==> src/i2cms_pkg.sv <==
// shared constants and types of the two-wire master command sequencer
// assumes a 32-bit apb slave port with byte addresses in paddr[7:0]
package i2cms_pkg;

  // ----------------------------------------------------------------
  // register map (byte offsets)
  // ----------------------------------------------------------------
  localparam logic [7:0] OFF_SLV_ADDR = 8'h00;
  localparam logic [7:0] OFF_CMD_STAT = 8'h04;
  localparam logic [7:0] OFF_DATA     = 8'h08;
  localparam logic [7:0] OFF_PERIOD   = 8'h0C;
  localparam logic [7:0] OFF_IMASK    = 8'h10;
  localparam logic [7:0] OFF_RAW_INT  = 8'h14;
  localparam logic [7:0] OFF_INT_CLR  = 8'h1C;

  // ----------------------------------------------------------------
  // reset values and field positions
  // ----------------------------------------------------------------
  localparam logic [7:0] DATA_RST   = 8'h00;
  localparam logic [7:0] PERIOD_RST = 8'h01;
  localparam logic [7:0] SLV_RST    = 8'h00;
  localparam int CMD_RUN   = 0;
  localparam int CMD_START = 1;
  localparam int CMD_STOP  = 2;
  localparam int CMD_ACK   = 3;
  localparam int SA_DIR    = 0;
  localparam int INT_BIT   = 0;

  // ----------------------------------------------------------------
  // serial clock timing, in prescaler ticks of 2*(1+period) clocks
  // ----------------------------------------------------------------
  localparam int LOW_PHASE_CNT  = 6;
  localparam int HIGH_PHASE_CNT = 4;
  localparam int SLOT_PHASES    = LOW_PHASE_CNT + HIGH_PHASE_CNT;
  localparam logic [3:0] PH_LAST     = 4'(SLOT_PHASES - 1);
  localparam logic [3:0] PH_HIGH     = 4'(LOW_PHASE_CNT);
  localparam logic [3:0] PH_DRIVE    = 4'h2;
  localparam logic [3:0] PH_SAMPLE   = 4'(LOW_PHASE_CNT + 1);
  localparam logic [3:0] PH_SDA_EDGE = 4'(LOW_PHASE_CNT + 2);

  // ----------------------------------------------------------------
  // types
  // ----------------------------------------------------------------
  typedef enum logic [1:0] {M_IDLE, M_TX, M_RX} i2cms_mode_t;
  typedef enum logic [2:0] {
    E_IDLE, E_START, E_ADDR, E_AACK, E_DATA, E_DACK, E_STOP
  } i2cms_eng_t;

  typedef struct packed {
    logic        valid;
    logic        start;
    logic        xfer;
    logic        rx;
    logic        stop;
    logic        ack;
    i2cms_mode_t next;
  } i2cms_op_t;

  typedef struct packed {
    logic busbsy;
    logic idle;
    logic arblst;
    logic datack;
    logic adrack;
    logic error;
    logic busy;
  } i2cms_stat_t;

endpackage

==> src/i2cms_top.sv <==
// master command sequencer of a two-wire serial controller
// assumes an apb master on core_clk_i and open-drain pads resolved outside
//
// Register access over APB was decided locally.
`timescale 1ns/1ps
module i2cms_top (
  input  wire logic        core_clk_i,
  input  wire logic        rstn_i,
  input  wire logic        psel_i,
  input  wire logic        penable_i,
  input  wire logic        pwrite_i,
  input  wire logic [7:0]  paddr_i,
  input  wire logic [31:0] pwdata_i,
  output logic      [31:0] prdata_o,
  output logic             pready_o,
  output logic             pslverr_o,
  input  wire logic        scl_i,
  output logic             scl_o,
  output logic             scl_oe_o,
  input  wire logic        sda_i,
  output logic             sda_o,
  output logic             sda_oe_o,
  output logic             raw_int_o,
  output logic             irq_o
);
  import i2cms_pkg::*;

  // ----------------------------------------------------------------
  // declarations
  // ----------------------------------------------------------------
  logic [7:0]  slv_addr_q;
  logic [7:0]  data_q;
  logic [7:0]  tpr_q;
  logic        imask_q;
  logic        raw_q;
  logic        irq_q;
  logic        pready_q;
  logic        pslverr_q;
  logic [31:0] prdata_q;
  logic        scl_meta_q;
  logic        scl_sync_q;
  logic        sda_meta_q;
  logic        sda_sync_q;
  logic        sda_prev_q;
  logic        busbsy_q;
  i2cms_eng_t  eng_q;
  i2cms_mode_t mode_q;
  i2cms_op_t   op_q;
  logic        held_q;
  logic [7:0]  shift_q;
  logic [2:0]  cnt_q;
  logic        samp_q;
  logic        adrack_q;
  logic        datack_q;
  logic        arblst_q;
  logic [8:0]  pre_q;
  logic [3:0]  ph_q;
  logic        scl_oe_q;
  logic        sda_oe_q;
  logic        scl_oe_d;
  logic        sda_oe_d;
  logic        pin_lvl_q;

  // ----------------------------------------------------------------
  // command decode for the idle, transmit and receive states
  // ----------------------------------------------------------------
  function automatic i2cms_op_t decode(input i2cms_mode_t m,
                                       input logic        dir,
                                       input logic [3:0]  c);
    i2cms_op_t o;
    logic      a;
    logic      p;
    logic      s;
    logic      r;
    a = c[CMD_ACK];
    p = c[CMD_STOP];
    s = c[CMD_START];
    r = c[CMD_RUN];
    o = '0;
    o.next = m;
    // start rows are alike in every state; read+ack+stop is excluded
    if (s && r && !(dir && a && p)) begin
      o.valid = 1'b1;
      o.start = 1'b1;
      o.xfer  = 1'b1;
      o.rx    = dir;
      o.stop  = p;
      o.ack   = dir & a;
      o.next  = p ? M_IDLE : (dir ? M_RX : M_TX);
    end else if (m != M_IDLE && !s && p && !r) begin
      o.valid = 1'b1;
      o.stop  = 1'b1;
      o.next  = M_IDLE;
    end else if (m == M_TX && !s && r) begin
      o.valid = 1'b1;
      o.xfer  = 1'b1;
      o.stop  = p;
      o.next  = p ? M_IDLE : M_TX;
    end else if (m == M_RX && !s && r && !(a && p)) begin
      o.valid = 1'b1;
      o.xfer  = 1'b1;
      o.rx    = 1'b1;
      o.ack   = a;
      o.stop  = p;
      o.next  = p ? M_IDLE : M_RX;
    end
    return o; // anything else stays a no-op
  endfunction

  function automatic logic hit(input logic [7:0] a, input logic [7:0] o);
    return a == o;
  endfunction

  // ----------------------------------------------------------------
  // apb decode and command launch
  // ----------------------------------------------------------------
  wire         setup    = psel_i & ~penable_i;
  wire         acc      = psel_i & penable_i & pready_q;
  wire         wr       = acc & pwrite_i;
  wire         busy     = eng_q != E_IDLE;
  wire         hit_sa   = hit(paddr_i, OFF_SLV_ADDR);
  wire         hit_cmd  = hit(paddr_i, OFF_CMD_STAT);
  wire         hit_dat  = hit(paddr_i, OFF_DATA);
  wire         hit_tpr  = hit(paddr_i, OFF_PERIOD);
  wire         hit_im   = hit(paddr_i, OFF_IMASK);
  wire         hit_raw  = hit(paddr_i, OFF_RAW_INT);
  wire         hit_clr  = hit(paddr_i, OFF_INT_CLR);
  wire         mapped   = hit_sa | hit_cmd | hit_dat | hit_tpr | hit_im |
                          hit_raw | hit_clr;
  wire         cmd_wr   = wr & hit_cmd;
  wire i2cms_op_t dec   = decode(mode_q, slv_addr_q[SA_DIR], pwdata_i[3:0]);
  wire         launch   = cmd_wr & ~busy & dec.valid;

  // status view; stale result bits are hidden while busy
  i2cms_stat_t stat;
  assign stat.busy   = busy;
  assign stat.error  = ~busy & (adrack_q | datack_q | arblst_q);
  assign stat.adrack = ~busy & adrack_q;
  assign stat.datack = ~busy & datack_q;
  assign stat.arblst = ~busy & arblst_q;
  assign stat.idle   = ~busy & (mode_q == M_IDLE);
  assign stat.busbsy = ~busy & busbsy_q;

  // read mux; upper bits read as zero, never as stale data
  wire [7:0]  rd_byte = hit_sa  ? slv_addr_q :
                        hit_cmd ? {1'b0, stat} :
                        hit_dat ? data_q :
                        hit_tpr ? tpr_q :
                        hit_im  ? {7'h00, imask_q} :
                        hit_raw ? {7'h00, raw_q} : 8'h00;
  wire [31:0] rd_word = {24'h000000, rd_byte};

  // ----------------------------------------------------------------
  // apb answer: registered in setup, so every access has no wait state
  // ----------------------------------------------------------------
  always_ff @(posedge core_clk_i) begin
    if (!rstn_i) begin
      pready_q  <= 1'b0;
      pslverr_q <= 1'b0;
      prdata_q  <= 32'h00000000;
    end else begin
      pready_q  <= setup;
      pslverr_q <= setup & ~mapped;
      prdata_q  <= (setup & ~pwrite_i) ? rd_word : 32'h00000000;
    end
  end

  // ----------------------------------------------------------------
  // software registers; only the low byte of a write is used
  // ----------------------------------------------------------------
  always_ff @(posedge core_clk_i) begin
    if (!rstn_i) begin
      slv_addr_q <= SLV_RST;
      tpr_q      <= PERIOD_RST;
      imask_q    <= 1'b0;
    end else begin
      if (wr && hit_sa && !busy) slv_addr_q <= pwdata_i[7:0];
      if (wr && hit_tpr && !busy) tpr_q <= pwdata_i[7:0];
      if (wr && hit_im) imask_q <= pwdata_i[INT_BIT];
    end
  end

  // data byte: loaded by software, overwritten by a received byte
  wire rx_done;
  always_ff @(posedge core_clk_i) begin
    if (!rstn_i) begin
      data_q <= DATA_RST;
    end else if (rx_done) begin
      data_q <= {shift_q[6:0], samp_q};
    end else if (wr && hit_dat && !busy) begin
      data_q <= pwdata_i[7:0];
    end
  end

  // ----------------------------------------------------------------
  // raw interrupt and mask; a completion beats a same-cycle clear
  // ----------------------------------------------------------------
  wire done_evt;
  always_ff @(posedge core_clk_i) begin
    if (!rstn_i) begin
      raw_q <= 1'b0;
      irq_q <= 1'b0;
    end else begin
      if (done_evt) raw_q <= 1'b1;
      else if (wr && hit_clr && pwdata_i[INT_BIT]) raw_q <= 1'b0;
      irq_q <= raw_q & imask_q;
    end
  end

  // ----------------------------------------------------------------
  // pin synchronisers and bus busy detection
  // ----------------------------------------------------------------
  always_ff @(posedge core_clk_i) begin
    if (!rstn_i) begin
      scl_meta_q <= 1'b1;
      scl_sync_q <= 1'b1;
      sda_meta_q <= 1'b1;
      sda_sync_q <= 1'b1;
      sda_prev_q <= 1'b1;
    end else begin
      scl_meta_q <= scl_i;
      scl_sync_q <= scl_meta_q;
      sda_meta_q <= sda_i;
      sda_sync_q <= sda_meta_q;
      sda_prev_q <= sda_sync_q;
    end
  end

  wire start_det = scl_sync_q & sda_prev_q & ~sda_sync_q;
  wire stop_det  = scl_sync_q & ~sda_prev_q & sda_sync_q;
  always_ff @(posedge core_clk_i) begin
    if (!rstn_i) busbsy_q <= 1'b0;
    else if (start_det) busbsy_q <= 1'b1;
    else if (stop_det) busbsy_q <= 1'b0;
  end

  // ----------------------------------------------------------------
  // serial clock timebase: ticks every 2*(1+period) clocks, 10 per slot
  // ----------------------------------------------------------------
  wire [8:0] pre_lim  = {tpr_q, 1'b1};
  wire       tick     = busy & (pre_q == pre_lim);
  wire       tick_end = tick & (ph_q == PH_LAST);
  wire       tick_smp = tick & (ph_q == PH_SAMPLE);
  assign rx_done = tick_end & (eng_q == E_DATA) & op_q.rx & (cnt_q == 3'h0);
  always_ff @(posedge core_clk_i) begin
    if (!rstn_i || !busy || tick) pre_q <= 9'h000;
    else pre_q <= pre_q + 9'h001;
  end

  // six ticks low then four high per bit slot
  always_ff @(posedge core_clk_i) begin
    if (!rstn_i || !busy) ph_q <= 4'h0;
    else if (tick) ph_q <= (ph_q == PH_LAST) ? 4'h0 : ph_q + 4'h1;
  end

  // sampled line level, taken in the middle of the high phase
  always_ff @(posedge core_clk_i) begin
    if (!rstn_i) samp_q <= 1'b1;
    else if (tick_smp) samp_q <= sda_sync_q;
  end

  // ----------------------------------------------------------------
  // bit engine: start, address, ack, data, ack, stop slots
  // ----------------------------------------------------------------
  wire drives_data = (eng_q == E_START) | (eng_q == E_ADDR) |
                     ((eng_q == E_DATA) & ~op_q.rx);
  // a released line that reads low means another master won
  wire arb_lost = tick_smp & drives_data & ~sda_oe_q & ~sda_sync_q;
  wire nack     = samp_q;
  assign done_evt = arb_lost | (tick_end & (
                    (eng_q == E_STOP) |
                    ((eng_q == E_DACK) & ~op_q.stop) |
                    ((eng_q == E_AACK) & nack & ~op_q.stop)));
  wire [7:0] load_byte = op_q.rx ? 8'hFF : data_q;

  always_ff @(posedge core_clk_i) begin
    if (!rstn_i) begin
      eng_q    <= E_IDLE;
      mode_q   <= M_IDLE;
      op_q     <= '0;
      held_q   <= 1'b0;
      shift_q  <= 8'h00;
      cnt_q    <= 3'h0;
      adrack_q <= 1'b0;
      datack_q <= 1'b0;
      arblst_q <= 1'b0;
    end else if (launch) begin
      op_q     <= dec;
      mode_q   <= dec.next;
      eng_q    <= dec.start ? E_START : (dec.xfer ? E_DATA : E_STOP);
      shift_q  <= dec.rx ? 8'hFF : data_q;
      cnt_q    <= 3'h7;
      adrack_q <= 1'b0;
      datack_q <= 1'b0;
      arblst_q <= 1'b0;
    end else if (arb_lost) begin
      eng_q    <= E_IDLE;
      mode_q   <= M_IDLE;
      held_q   <= 1'b0;
      arblst_q <= 1'b1;
    end else if (tick_end) begin
      case (eng_q)
        E_START: begin
          eng_q   <= E_ADDR;
          shift_q <= slv_addr_q;
          cnt_q   <= 3'h7;
          held_q  <= 1'b1;
        end
        E_ADDR, E_DATA: begin
          shift_q <= {shift_q[6:0], samp_q};
          cnt_q   <= cnt_q - 3'h1;
          if (cnt_q == 3'h0) eng_q <= (eng_q == E_ADDR) ? E_AACK : E_DACK;
        end
        E_AACK: begin
          adrack_q <= nack;
          shift_q  <= load_byte;
          cnt_q    <= 3'h7;
          // an unanswered address skips the data byte
          if (nack) eng_q <= op_q.stop ? E_STOP : E_IDLE;
          else eng_q <= E_DATA;
        end
        E_DACK: begin
          datack_q <= ~op_q.rx & nack;
          eng_q    <= op_q.stop ? E_STOP : E_IDLE;
        end
        E_STOP: begin
          eng_q  <= E_IDLE;
          held_q <= 1'b0;
        end
        default: eng_q <= E_IDLE;
      endcase
    end
  end

  // ----------------------------------------------------------------
  // pin drive; data changes two ticks into the low phase for hold time
  // ----------------------------------------------------------------
  wire low_ph  = ph_q < PH_HIGH;
  wire drv_win = ph_q >= PH_DRIVE;
  wire sda_edg = ph_q >= PH_SDA_EDGE;
  always_comb begin
    scl_oe_d = low_ph;
    sda_oe_d = sda_oe_q;
    case (eng_q)
      E_IDLE: begin
        scl_oe_d = held_q; // keep the bus stretched between commands
        sda_oe_d = held_q & sda_oe_q;
      end
      E_START: begin
        // from a free bus the clock is never pulled before the start
        scl_oe_d = held_q & low_ph;
        if (sda_edg) sda_oe_d = 1'b1;
        else if (drv_win) sda_oe_d = 1'b0;
      end
      E_ADDR: if (drv_win) sda_oe_d = ~shift_q[7];
      E_DATA: if (drv_win) sda_oe_d = ~op_q.rx & ~shift_q[7];
      E_AACK: if (drv_win) sda_oe_d = 1'b0;
      E_DACK: if (drv_win) sda_oe_d = op_q.rx & op_q.ack;
      E_STOP: begin
        if (sda_edg) sda_oe_d = 1'b0;
        else if (drv_win) sda_oe_d = 1'b1;
      end
      default: begin
        scl_oe_d = 1'b0;
        sda_oe_d = 1'b0;
      end
    endcase
  end

  always_ff @(posedge core_clk_i) begin
    if (!rstn_i) begin
      scl_oe_q  <= 1'b0;
      sda_oe_q  <= 1'b0;
      pin_lvl_q <= 1'b0;
    end else begin
      scl_oe_q  <= scl_oe_d;
      sda_oe_q  <= sda_oe_d;
      pin_lvl_q <= 1'b0; // open drain: only ever pulls low
    end
  end

  assign prdata_o  = prdata_q;
  assign pready_o  = pready_q;
  assign pslverr_o = pslverr_q;
  assign scl_o     = pin_lvl_q;
  assign sda_o     = pin_lvl_q;
  assign scl_oe_o  = scl_oe_q;
  assign sda_oe_o  = sda_oe_q;
  assign raw_int_o = raw_q;
  assign irq_o     = irq_q;

  logic [12:0] slot_cyc_q;
  always_ff @(posedge core_clk_i) begin
    if (!rstn_i || !busy || tick_end) slot_cyc_q <= 13'h0000;
    else slot_cyc_q <= slot_cyc_q + 13'h0001;
  end
  wire [12:0] slot_len = 13'(SLOT_PHASES * 2) * (13'(tpr_q) + 13'h0001);
endmodule

==> config.mk <==
export PLATFORM = sky130hd
export DESIGN_NAME = i2cms_top
export DESIGN_NICKNAME = d
export VERILOG_FILES = /design/src/i2cms_pkg.sv /design/src/i2cms_top.sv
export SDC_FILE = /design/constraint.sdc
export NUM_CORES = 1
export LEC_CHECK = 0
export BUFFER_PORTS_ARGS = -buffer_cell sky130_fd_sc_hd__buf_2
export CAP_MARGIN = 40
export CORE_MARGIN = 2
export CORE_UTILIZATION = 34
export DETAILED_ROUTE_END_ITERATION = 12
export PLACE_DENSITY = 0.55
export SKIP_CTS_REPAIR_TIMING = 1
export SLEW_MARGIN = 10
export SYNTH_ARGS = -nofsm -noshare
export SYNTH_HDL_FRONTEND = slang
export SYNTH_SLANG_ARGS = --single-unit
==> constraint.sdc <==
create_clock -name core_clk_i -period 4.2 [get_ports core_clk_i]
set_input_delay 0.42 -clock core_clk_i [delete_from_list [all_inputs] [get_ports core_clk_i]]
set_output_delay 0.42 -clock core_clk_i [all_outputs]
set_load 0.05 [all_outputs]
==> impl_metrics.xml, run 1 <==
<?xml version="1.0" encoding="UTF-8"?>
<metrics>
  <group name="outcome">
    <metric name="run_status" unit="">complete, no violations</metric>
  </group>
  <group name="floorplanning">
    <metric name="num_io_pins" unit="">87</metric>
    <metric name="core_area" unit="sq um">13200</metric>
    <metric name="die_width" unit="um">120</metric>
    <metric name="start_util" unit="%">34.5</metric>
    <metric name="die-height" unit="um">120</metric>
    <metric name="fp.dieArea" unit="sq um">14300</metric>
    <metric name="row_count" unit="">42</metric>
  </group>
  <group name="sta">
    <metric name="whs" unit="ps">244</metric>
    <metric name="final_setup_violations" unit="">0</metric>
    <metric name="fin_worst_skew" unit="ps">9.12</metric>
    <metric name="clock.fmax" unit="GHz">0.338</metric>
    <metric name="maxSlewHeadroom" unit="%">43.7</metric>
    <metric name="setup_repair_after_global_routing_missed_its_margin" unit="">false</metric>
    <metric name="slew_viol_final" unit="">0</metric>
    <metric name="layout_worst_path_cycle_share" unit="%">70.4</metric>
    <metric name="transition_at_the_pin_with_the_smallest_max_transition_slack" unit="ps">841</metric>
    <metric name="period_minus_slack" unit="ps">2960</metric>
    <metric name="setup_total_negative_slack" unit="ps">0</metric>
    <metric name="hold_violations" unit="">0</metric>
  </group>
  <group name="placed_design">
    <metric name="place.gp.congestion" unit="">0.835</metric>
    <metric name="numPortBuffers" unit="">36</metric>
    <metric name="detailed_place.area" unit="sq um">4750</metric>
    <metric name="hpwlAfterDp" unit="mm">8.73</metric>
  </group>
  <group name="min_path">
    <metric name="worst_hold_path.num_cells" unit="">2</metric>
    <metric name="min_path_type" unit="">input port to register</metric>
    <metric name="hold_path.startpoint" unit="">sda_i</metric>
    <metric name="hold-path-endpoint" unit="">sda_meta_q</metric>
  </group>
  <group name="drt">
    <metric name="wirelength" unit="mm">12.7</metric>
    <metric name="average_wire_per_cell_in_the_routed_design" unit="um">17.1</metric>
    <metric name="first_iter_violations" unit="">388</metric>
    <metric name="vias" unit="">4069</metric>
    <metric name="routed_via_density" unit="">5.48</metric>
    <metric name="drt_first_pass_iters" unit="">5</metric>
    <metric name="route.detailed.drc" unit="">0</metric>
    <metric name="antenna_violating_nets_post_route" unit="">0</metric>
  </group>
  <group name="critical_path">
    <metric name="reg2reg_setup_slack" unit="ps">1240</metric>
    <metric name="cp_slowest_cell" unit="">sky130_fd_sc_hd__dfxtp_1</metric>
    <metric name="worst_ep_arrival_time" unit="ps">3200</metric>
    <metric name="worst_r2r_path_depth" unit="">5</metric>
    <metric name="crit_type" unit="">register to register</metric>
    <metric name="r2r_end" unit="">shift_q[7]</metric>
    <metric name="launch_point_of_the_worst_reg_to_reg_path" unit="">eng_q[1]</metric>
    <metric name="cp_max_fo" unit="">21</metric>
    <metric name="start_kind" unit="">register</metric>
    <metric name="timing.critical_path.to_type" unit="">register</metric>
    <metric name="cp_cell_sequence" unit="">or3_1 &gt; nand4_4 &gt; or4_4 &gt; mux2_2 &gt; o221a_2</metric>
    <metric name="critical-path-max-stage-delay" unit="ps">770</metric>
    <metric name="critPathRequiredTime" unit="ps">4450</metric>
  </group>
  <group name="power_and_ir_drop">
    <metric name="power_density" unit="nW/um^2">325</metric>
    <metric name="total_power" unit="uW">1640</metric>
    <metric name="ir_drop" unit="uV">182</metric>
    <metric name="static-leakage-power" unit="uW">0.00177</metric>
  </group>
  <group name="grt">
    <metric name="grtUsageTotal" unit="%">18.2</metric>
    <metric name="grt_max_degree" unit="">34</metric>
    <metric name="grt_antenna_before_repair" unit="">0</metric>
    <metric name="grt_first_pass_wirelength" unit="mm">20.3</metric>
    <metric name="overflow" unit="">0</metric>
    <metric name="first_global_vias" unit="">3859</metric>
  </group>
  <group name="cts">
    <metric name="clockBufferDepth" unit="">2</metric>
    <metric name="tritoncts" unit="">built</metric>
    <metric name="cts.root.buffer_cell" unit="">sky130_fd_sc_hd__clkbuf_16</metric>
    <metric name="cts.htree.levels" unit="">3</metric>
    <metric name="tritoncts.num_buffers" unit="">9</metric>
    <metric name="worstSkewPairLatency" unit="ps">350</metric>
    <metric name="cts.sinks" unit="">82</metric>
    <metric name="clkTransAtPathRegs" unit="ps">60</metric>
  </group>
  <group name="finish">
    <metric name="area_growth_syn_to_layout" unit="%">10.4</metric>
    <metric name="fill_cells" unit="">1370</metric>
    <metric name="register_area" unit="sq um">1640</metric>
    <metric name="multiInputGateArea" unit="sq um">2600</metric>
    <metric name="fin_nets" unit="">611</metric>
    <metric name="fraction_of_layout_instances_using_a_drive_strength_above_1" unit="%">15.2</metric>
    <metric name="finalInstanceArea" unit="sq um">5030</metric>
    <metric name="insertedDiodeCount" unit="">0</metric>
  </group>
  <group name="job">
    <metric name="timing.max_cap.violations" unit="">0</metric>
  </group>
  <group name="synth">
    <metric name="synthesis.area" unit="sq um">4560</metric>
    <metric name="synthDominantAreaCellType" unit="">sky130_fd_sc_hd__dfxtp_1</metric>
    <metric name="synth.avg_cell_area" unit="sq um">8.39</metric>
    <metric name="syn-instance-count" unit="">543</metric>
    <metric name="synth.ff_latch_count" unit="">82</metric>
    <metric name="ys_dominant_reg_cell" unit="">sky130_fd_sc_hd__dfxtp_1</metric>
    <metric name="yosysSeqAreaShare" unit="%">36.0</metric>
    <metric name="async_reset_ff_share" unit="%">0</metric>
    <metric name="synth_top_area_share" unit="%">36.0</metric>
    <metric name="synth.distinct_cells" unit="">68</metric>
    <metric name="synth_warnings" unit="">0</metric>
    <metric name="synth_top_cells_by_area" unit="">sky130_fd_sc_hd__dfxtp_1 36%, sky130_fd_sc_hd__buf_4 4.9%, sky130_fd_sc_hd__nand3_1 4.9%, sky130_fd_sc_hd__nor2_1 4.6%, sky130_fd_sc_hd__a21oi_1 4.0%</metric>
    <metric name="number_of_synthesized_flops_with_an_enable_pin" unit="">0</metric>
  </group>
</metrics>
-- critical path: cells and delay by family (launching register included) --
family	cells	cell delay (ps)
and+or+nand+nor	3	1500
DFF	1	770
muxes	1	310
AOI/OAI and AO/OA	1	260
-- layout by cell type, fill, tap and decap left out, types with 11 or more instances in the layout --
cell type and count:
sky130_fd_sc_hd__nand2_1 44, sky130_fd_sc_hd__nand3_1 45, sky130_fd_sc_hd__conb_1 26, sky130_fd_sc_hd__o21ai_0 11
sky130_fd_sc_hd__mux2i_1 14, sky130_fd_sc_hd__a21oi_1 36, sky130_fd_sc_hd__nand2b_1 12, sky130_fd_sc_hd__dfxtp_1 82
sky130_fd_sc_hd__inv_1 11, sky130_fd_sc_hd__buf_2 37, sky130_fd_sc_hd__nor2_1 56, sky130_fd_sc_hd__xnor2_1 13
-- power by group --
group          switching (uW)  internal (uW)
clock                     343            403
sequential               1.76            781
combinational            89.2           17.5
total                     434           1200
-- worst max path at each step --
stage	start	to	slack (ps)	cells after the start
floorplan	paddr_i[4]	shift_q[7]	2030	7
detailed placement	eng_q[1]	shift_q[7]	1270	5
CTS	eng_q[1]	shift_q[0]	1260	5
global route	eng_q[1]	shift_q[0]	1110	5
global placement	eng_q[1]	shift_q[7]	1310	5
finish	eng_q[1]	shift_q[7]	1240	5
-- area by class of cell --
type                       count  area share (%)
timing repair buffer          45            4.88
multi-input combinational    411            51.7
clock buffer                   9            4.48
tap                          176            4.38
inverter                      12           0.896
clock inverter                 7            1.02
sequential                    82            32.6
-- per-stage QoR --
step,util (%),cells,worst slack (ps)
4_1_cts,38.1,741,1260
3_3_place_gp,36.0,725,1310
3_5_place_dp,36.0,725,1270
5_1_grt,38.1,742,1110
6_report,38.1,742,1240
2_1_floorplan,-,568,2030
-- per-layer routing --
layer  GRT usage, %  up-vias  part of all wire (%)
met3           4.75       10                   7.7
met1           23.7     1937                    45
li1               -     1954                     -
met5              0        -                     0
met2           28.8      168                    46
met4           6.84        0                   1.3
-- cell usage after synthesis, types with 5 or more instances --
cell type                   n
sky130_fd_sc_hd__dfxtp_1   82
sky130_fd_sc_hd__nor2_1    56
sky130_fd_sc_hd__nand3_1   45
sky130_fd_sc_hd__nand2_1   44
sky130_fd_sc_hd__a21oi_1   36
sky130_fd_sc_hd__buf_4     30
sky130_fd_sc_hd__clkbuf_1  23
sky130_fd_sc_hd__mux2i_1   14
sky130_fd_sc_hd__xnor2_1   13
sky130_fd_sc_hd__nand2b_1  12
sky130_fd_sc_hd__inv_1     11
sky130_fd_sc_hd__o21ai_0   11
sky130_fd_sc_hd__a221o_1    8
sky130_fd_sc_hd__nand4_1    8
sky130_fd_sc_hd__nand4b_1   8
sky130_fd_sc_hd__nor3_1     8
sky130_fd_sc_hd__a222oi_1   7
sky130_fd_sc_hd__mux2_4     7
sky130_fd_sc_hd__nor2b_1    7
sky130_fd_sc_hd__o221a_1    7
sky130_fd_sc_hd__o31ai_1    7
sky130_fd_sc_hd__nor4_1     6
sky130_fd_sc_hd__xor2_1     6
sky130_fd_sc_hd__buf_2      5
sky130_fd_sc_hd__or3_1      5
-- flip-flops by register name (all words and copies together), names as in the netlist, 2 cells and up --
name        count
pre_q           9
data_q          8
prdata_o        8
shift_q         8
slv_addr_q      8
tpr_q           8
ph_q            4
cnt_q           3
eng_q           3
op_q            3
mode_q          2
-- cell families after synthesis --
kind of cell | share of synthesized area, %
adders and majority gates | 0.824
AOI/OAI and AO/OA | 17.0
buffers and inverters | 9.12
muxes | 5.88
other | 0.0823
DFF | 36.0
xor gates and xnor gates | 3.65
and+or+nand+nor | 27.4
(Power assumes the default switching activity.)
==> run 2: changes to the inputs <==
ABC_AREA = 1   (was unset)
PLACE_DENSITY = 0.56   (was 0.55)
clock period = 3.04 ns   (was 4.2 ns; I/O delays follow)
==> run 2 against run 1 <==
Compared with the run above: total power grew 49%; die area decreased by 3.4%; sequential cell count stayed put; clock power up 62%; critical path depth up 7; worst setup slack worse by 380 ps; synthesized cell count up 17%; register-to-register slack got worse by 380 ps; combinational power increased by 33%; cell count up 15%; sequential share of layout area increased by 0.19 points; highest routed layer unchanged.
==> impl_metrics.xml, run 2 <==
<?xml version="1.0" encoding="UTF-8"?>
<metrics>
  <group name="outcome">
    <metric name="run_status" unit="">complete, no violations</metric>
  </group>
  <group name="placed_design">
    <metric name="place.gp.congestion" unit="">0.893</metric>
    <metric name="detailed_place.area" unit="sq um">4670</metric>
    <metric name="hpwlAfterDp" unit="mm">9.02</metric>
    <metric name="numPortBuffers" unit="">36</metric>
  </group>
  <group name="sta">
    <metric name="slew_viol_final" unit="">0</metric>
    <metric name="setup_repair_after_global_routing_missed_its_margin" unit="">false</metric>
    <metric name="final_setup_violations" unit="">0</metric>
    <metric name="hold_violations" unit="">0</metric>
    <metric name="fin_worst_skew" unit="ps">11.3</metric>
    <metric name="setup_total_negative_slack" unit="ps">0</metric>
    <metric name="layout_worst_path_cycle_share" unit="%">71.5</metric>
    <metric name="period_minus_slack" unit="ps">2170</metric>
    <metric name="transition_at_the_pin_with_the_smallest_max_transition_slack" unit="ps">556</metric>
    <metric name="maxSlewHeadroom" unit="%">62.8</metric>
    <metric name="clock.fmax" unit="GHz">0.460</metric>
    <metric name="whs" unit="ps">138</metric>
  </group>
  <group name="critical_path">
    <metric name="crit_type" unit="">register to register</metric>
    <metric name="cp_slowest_cell" unit="">sky130_fd_sc_hd__nor2_2</metric>
    <metric name="timing.critical_path.to_type" unit="">register</metric>
    <metric name="critical-path-max-stage-delay" unit="ps">390</metric>
    <metric name="critPathRequiredTime" unit="ps">3290</metric>
    <metric name="cp_cell_sequence" unit="">inv_2 &gt; nand2_2 &gt; nor2_4 &gt; nand2_2 &gt; nor2_4 &gt; o21ai_4 &gt; nor2_2 &gt; nand2_1 &gt; nand2_1 &gt; nand2_1 &gt; nand2_1 &gt; nor2_1</metric>
    <metric name="start_kind" unit="">register</metric>
    <metric name="worst_path_most_repeated_cell" unit="">sky130_fd_sc_hd__nand2_1</metric>
    <metric name="cp_max_fo" unit="">19</metric>
    <metric name="worst_ep_arrival_time" unit="ps">2430</metric>
  </group>
  <group name="synth">
    <metric name="number_of_synthesized_flops_with_an_enable_pin" unit="">0</metric>
    <metric name="post-synth-top-count-cell" unit="">sky130_fd_sc_hd__nand2_1</metric>
    <metric name="synthDominantAreaCellType" unit="">sky130_fd_sc_hd__dfxtp_1</metric>
    <metric name="syn-instance-count" unit="">635</metric>
    <metric name="synth.avg_cell_area" unit="sq um">6.92</metric>
    <metric name="ys_top_cells_by_count" unit="">98 x sky130_fd_sc_hd__nand2_1, 82 x sky130_fd_sc_hd__dfxtp_1, 82 x sky130_fd_sc_hd__inv_1, 82 x sky130_fd_sc_hd__nor2_1, 52 x sky130_fd_sc_hd__a21oi_1</metric>
    <metric name="synth_warnings" unit="">0</metric>
    <metric name="ys_dominant_reg_cell" unit="">sky130_fd_sc_hd__dfxtp_1</metric>
    <metric name="synthesis.area" unit="sq um">4400</metric>
    <metric name="synth.distinct_cells" unit="">42</metric>
    <metric name="yosysSeqAreaShare" unit="%">37.3</metric>
    <metric name="synth.ff_latch_count" unit="">82</metric>
    <metric name="async_reset_ff_share" unit="%">0</metric>
    <metric name="synth_top_cells_by_area" unit="">sky130_fd_sc_hd__dfxtp_1 37%, sky130_fd_sc_hd__nand2_1 8.4%, sky130_fd_sc_hd__inv_1 7.0%, sky130_fd_sc_hd__nor2_1 7.0%, sky130_fd_sc_hd__a21oi_1 5.9%</metric>
    <metric name="synth_top_area_share" unit="%">37.3</metric>
  </group>
  <group name="min_path">
    <metric name="min_path_type" unit="">input port to register</metric>
  </group>
  <group name="drt">
    <metric name="route.detailed.drc" unit="">0</metric>
    <metric name="drt_first_pass_iters" unit="">4</metric>
    <metric name="first_iter_violations" unit="">210</metric>
    <metric name="vias" unit="">4166</metric>
    <metric name="wirelength" unit="mm">11.9</metric>
    <metric name="routed_via_density" unit="">4.89</metric>
    <metric name="antenna_violating_nets_post_route" unit="">0</metric>
    <metric name="average_wire_per_cell_in_the_routed_design" unit="um">14.0</metric>
  </group>
  <group name="job">
    <metric name="timing.max_cap.violations" unit="">0</metric>
  </group>
  <group name="power_and_ir_drop">
    <metric name="power_density" unit="nW/um^2">487</metric>
    <metric name="ir_drop" unit="uV">260</metric>
    <metric name="static-leakage-power" unit="uW">0.00209</metric>
  </group>
  <group name="cts">
    <metric name="cts.root.buffer_cell" unit="">sky130_fd_sc_hd__clkbuf_16</metric>
    <metric name="cts.sinks" unit="">82</metric>
    <metric name="worstSkewPairLatency" unit="ps">350</metric>
    <metric name="clkTransAtPathRegs" unit="ps">70</metric>
    <metric name="cts.htree.levels" unit="">3</metric>
    <metric name="tritoncts.num_buffers" unit="">9</metric>
    <metric name="clockBufferDepth" unit="">2</metric>
    <metric name="tritoncts" unit="">built</metric>
  </group>
  <group name="grt">
    <metric name="first_global_vias" unit="">3904</metric>
    <metric name="grt_antenna_before_repair" unit="">0</metric>
    <metric name="grtUsageTotal" unit="%">17.9</metric>
    <metric name="overflow" unit="">0</metric>
    <metric name="grt_first_pass_wirelength" unit="mm">19.6</metric>
    <metric name="grt_max_degree" unit="">31</metric>
  </group>
  <group name="floorplanning">
    <metric name="num_io_pins" unit="">87</metric>
    <metric name="die_width" unit="um">118</metric>
    <metric name="row_count" unit="">41</metric>
    <metric name="start_util" unit="%">34.8</metric>
    <metric name="die-height" unit="um">118</metric>
    <metric name="core_area" unit="sq um">12600</metric>
    <metric name="fp.dieArea" unit="sq um">13900</metric>
  </group>
  <group name="finish">
    <metric name="most-common-layout-cells" unit="">98 x sky130_fd_sc_hd__nand2_1, 82 x sky130_fd_sc_hd__inv_1, 82 x sky130_fd_sc_hd__nor2_1, 82 x sky130_fd_sc_hd__dfxtp_1, 52 x sky130_fd_sc_hd__a21oi_1</metric>
    <metric name="area_growth_syn_to_layout" unit="%">13.7</metric>
    <metric name="finalInstanceArea" unit="sq um">5000</metric>
    <metric name="fraction_of_layout_instances_using_a_drive_strength_above_1" unit="%">15.1</metric>
    <metric name="insertedDiodeCount" unit="">0</metric>
    <metric name="most_common_library_cell_in_the_layout_ignoring_fill_and_taps" unit="">sky130_fd_sc_hd__nand2_1</metric>
    <metric name="max_flop_register" unit="">pre_q</metric>
    <metric name="largest_reg_flops" unit="">9</metric>
    <metric name="fin_nets" unit="">725</metric>
  </group>
</metrics>
-- run 2: cell types whose count changed after synthesis, sizes merged, moves of 10 or more --
cell	change
a21oi	+21
buf	-10
clkbuf	-16
inv	+78
mux2i	-14
nand2	+62
nand2b	-12
nor2	+39
o21ai	+39
xnor2	-11
-- run 2: path summary, 6_finish.rpt --
kind / cells past startpoint / to / slack, ps / startpoint
worst max-delay path: 12 / shift_q[2] / 870 / eng_q[2]
worst min-delay path: 2 / sda_meta_q / 140 / sda_i
worst max register to register: 12 / shift_q[2] / 870 / eng_q[2]
worst min register to register: 1 / sda_sync_q / 410 / sda_meta_q
-- run 2: cells by family (layout without fill, tap and decap cells) --
kind of cell	after synthesis	in the layout	synth area share [%]
adders and majority gates	3	3	0.854
and+or+nand+nor	283	283	30.0
xor gates and xnor gates	4	4	0.797
other	1	26	0.0853
AOI/OAI and AO/OA	134	134	17.4
DFF	82	82	37.3
buffers and inverters	128	148	13.5
-- run 2: cell type report --
class	instances	area, sq um
clock buffers	12	256
clock inverters	4	73.8
fillers	1387	7620
inverters	91	342
multi-input cells	450	2250
flip-flops and latches	82	1640
well taps	172	215
repair buffers	41	218
-- run 2: critical path, delay by kind of cell, from the launching register on --
kind	cells	cell delay [ps]
flip-flops	1	360
AO/OA/AOI/OAI	1	180
AND/OR/NAND/NOR	10	1420
buffers and inverters	1	110
-- run 2: where the power goes --
group	internal (uW)	total [uW]	switching (uW)
Sequential	1080	1080	2.40
Clock	764	1210	445
Combinational	21.6	142	121
-- run 2: metal layers --
layer | GRT usage (%) | wire length (um)
met3 | 3.59 | 716
met5 | 0 | 0
met1 | 23.9 | 5730
met4 | 8.28 | 286
met2 | 27.9 | 5210
-- run 2: metrics by stage --
| step | setup slack (ps) | total power (uW) | utilization [%] | instances |
|---|---|---|---|---|
| 3_5_place_dp | 744 | 1250 | 37.0 | 836 |
| 4_1_cts | 878 | 2460 | 39.6 | 852 |
| 5_1_grt | 641 | 2520 | 39.6 | 852 |
| 3_3_place_gp | 823 | 1250 | 37.0 | 836 |
| 6_report | 866 | 2430 | 39.6 | 852 |
| 2_1_floorplan | 1170 | 1240 | - | 660 |
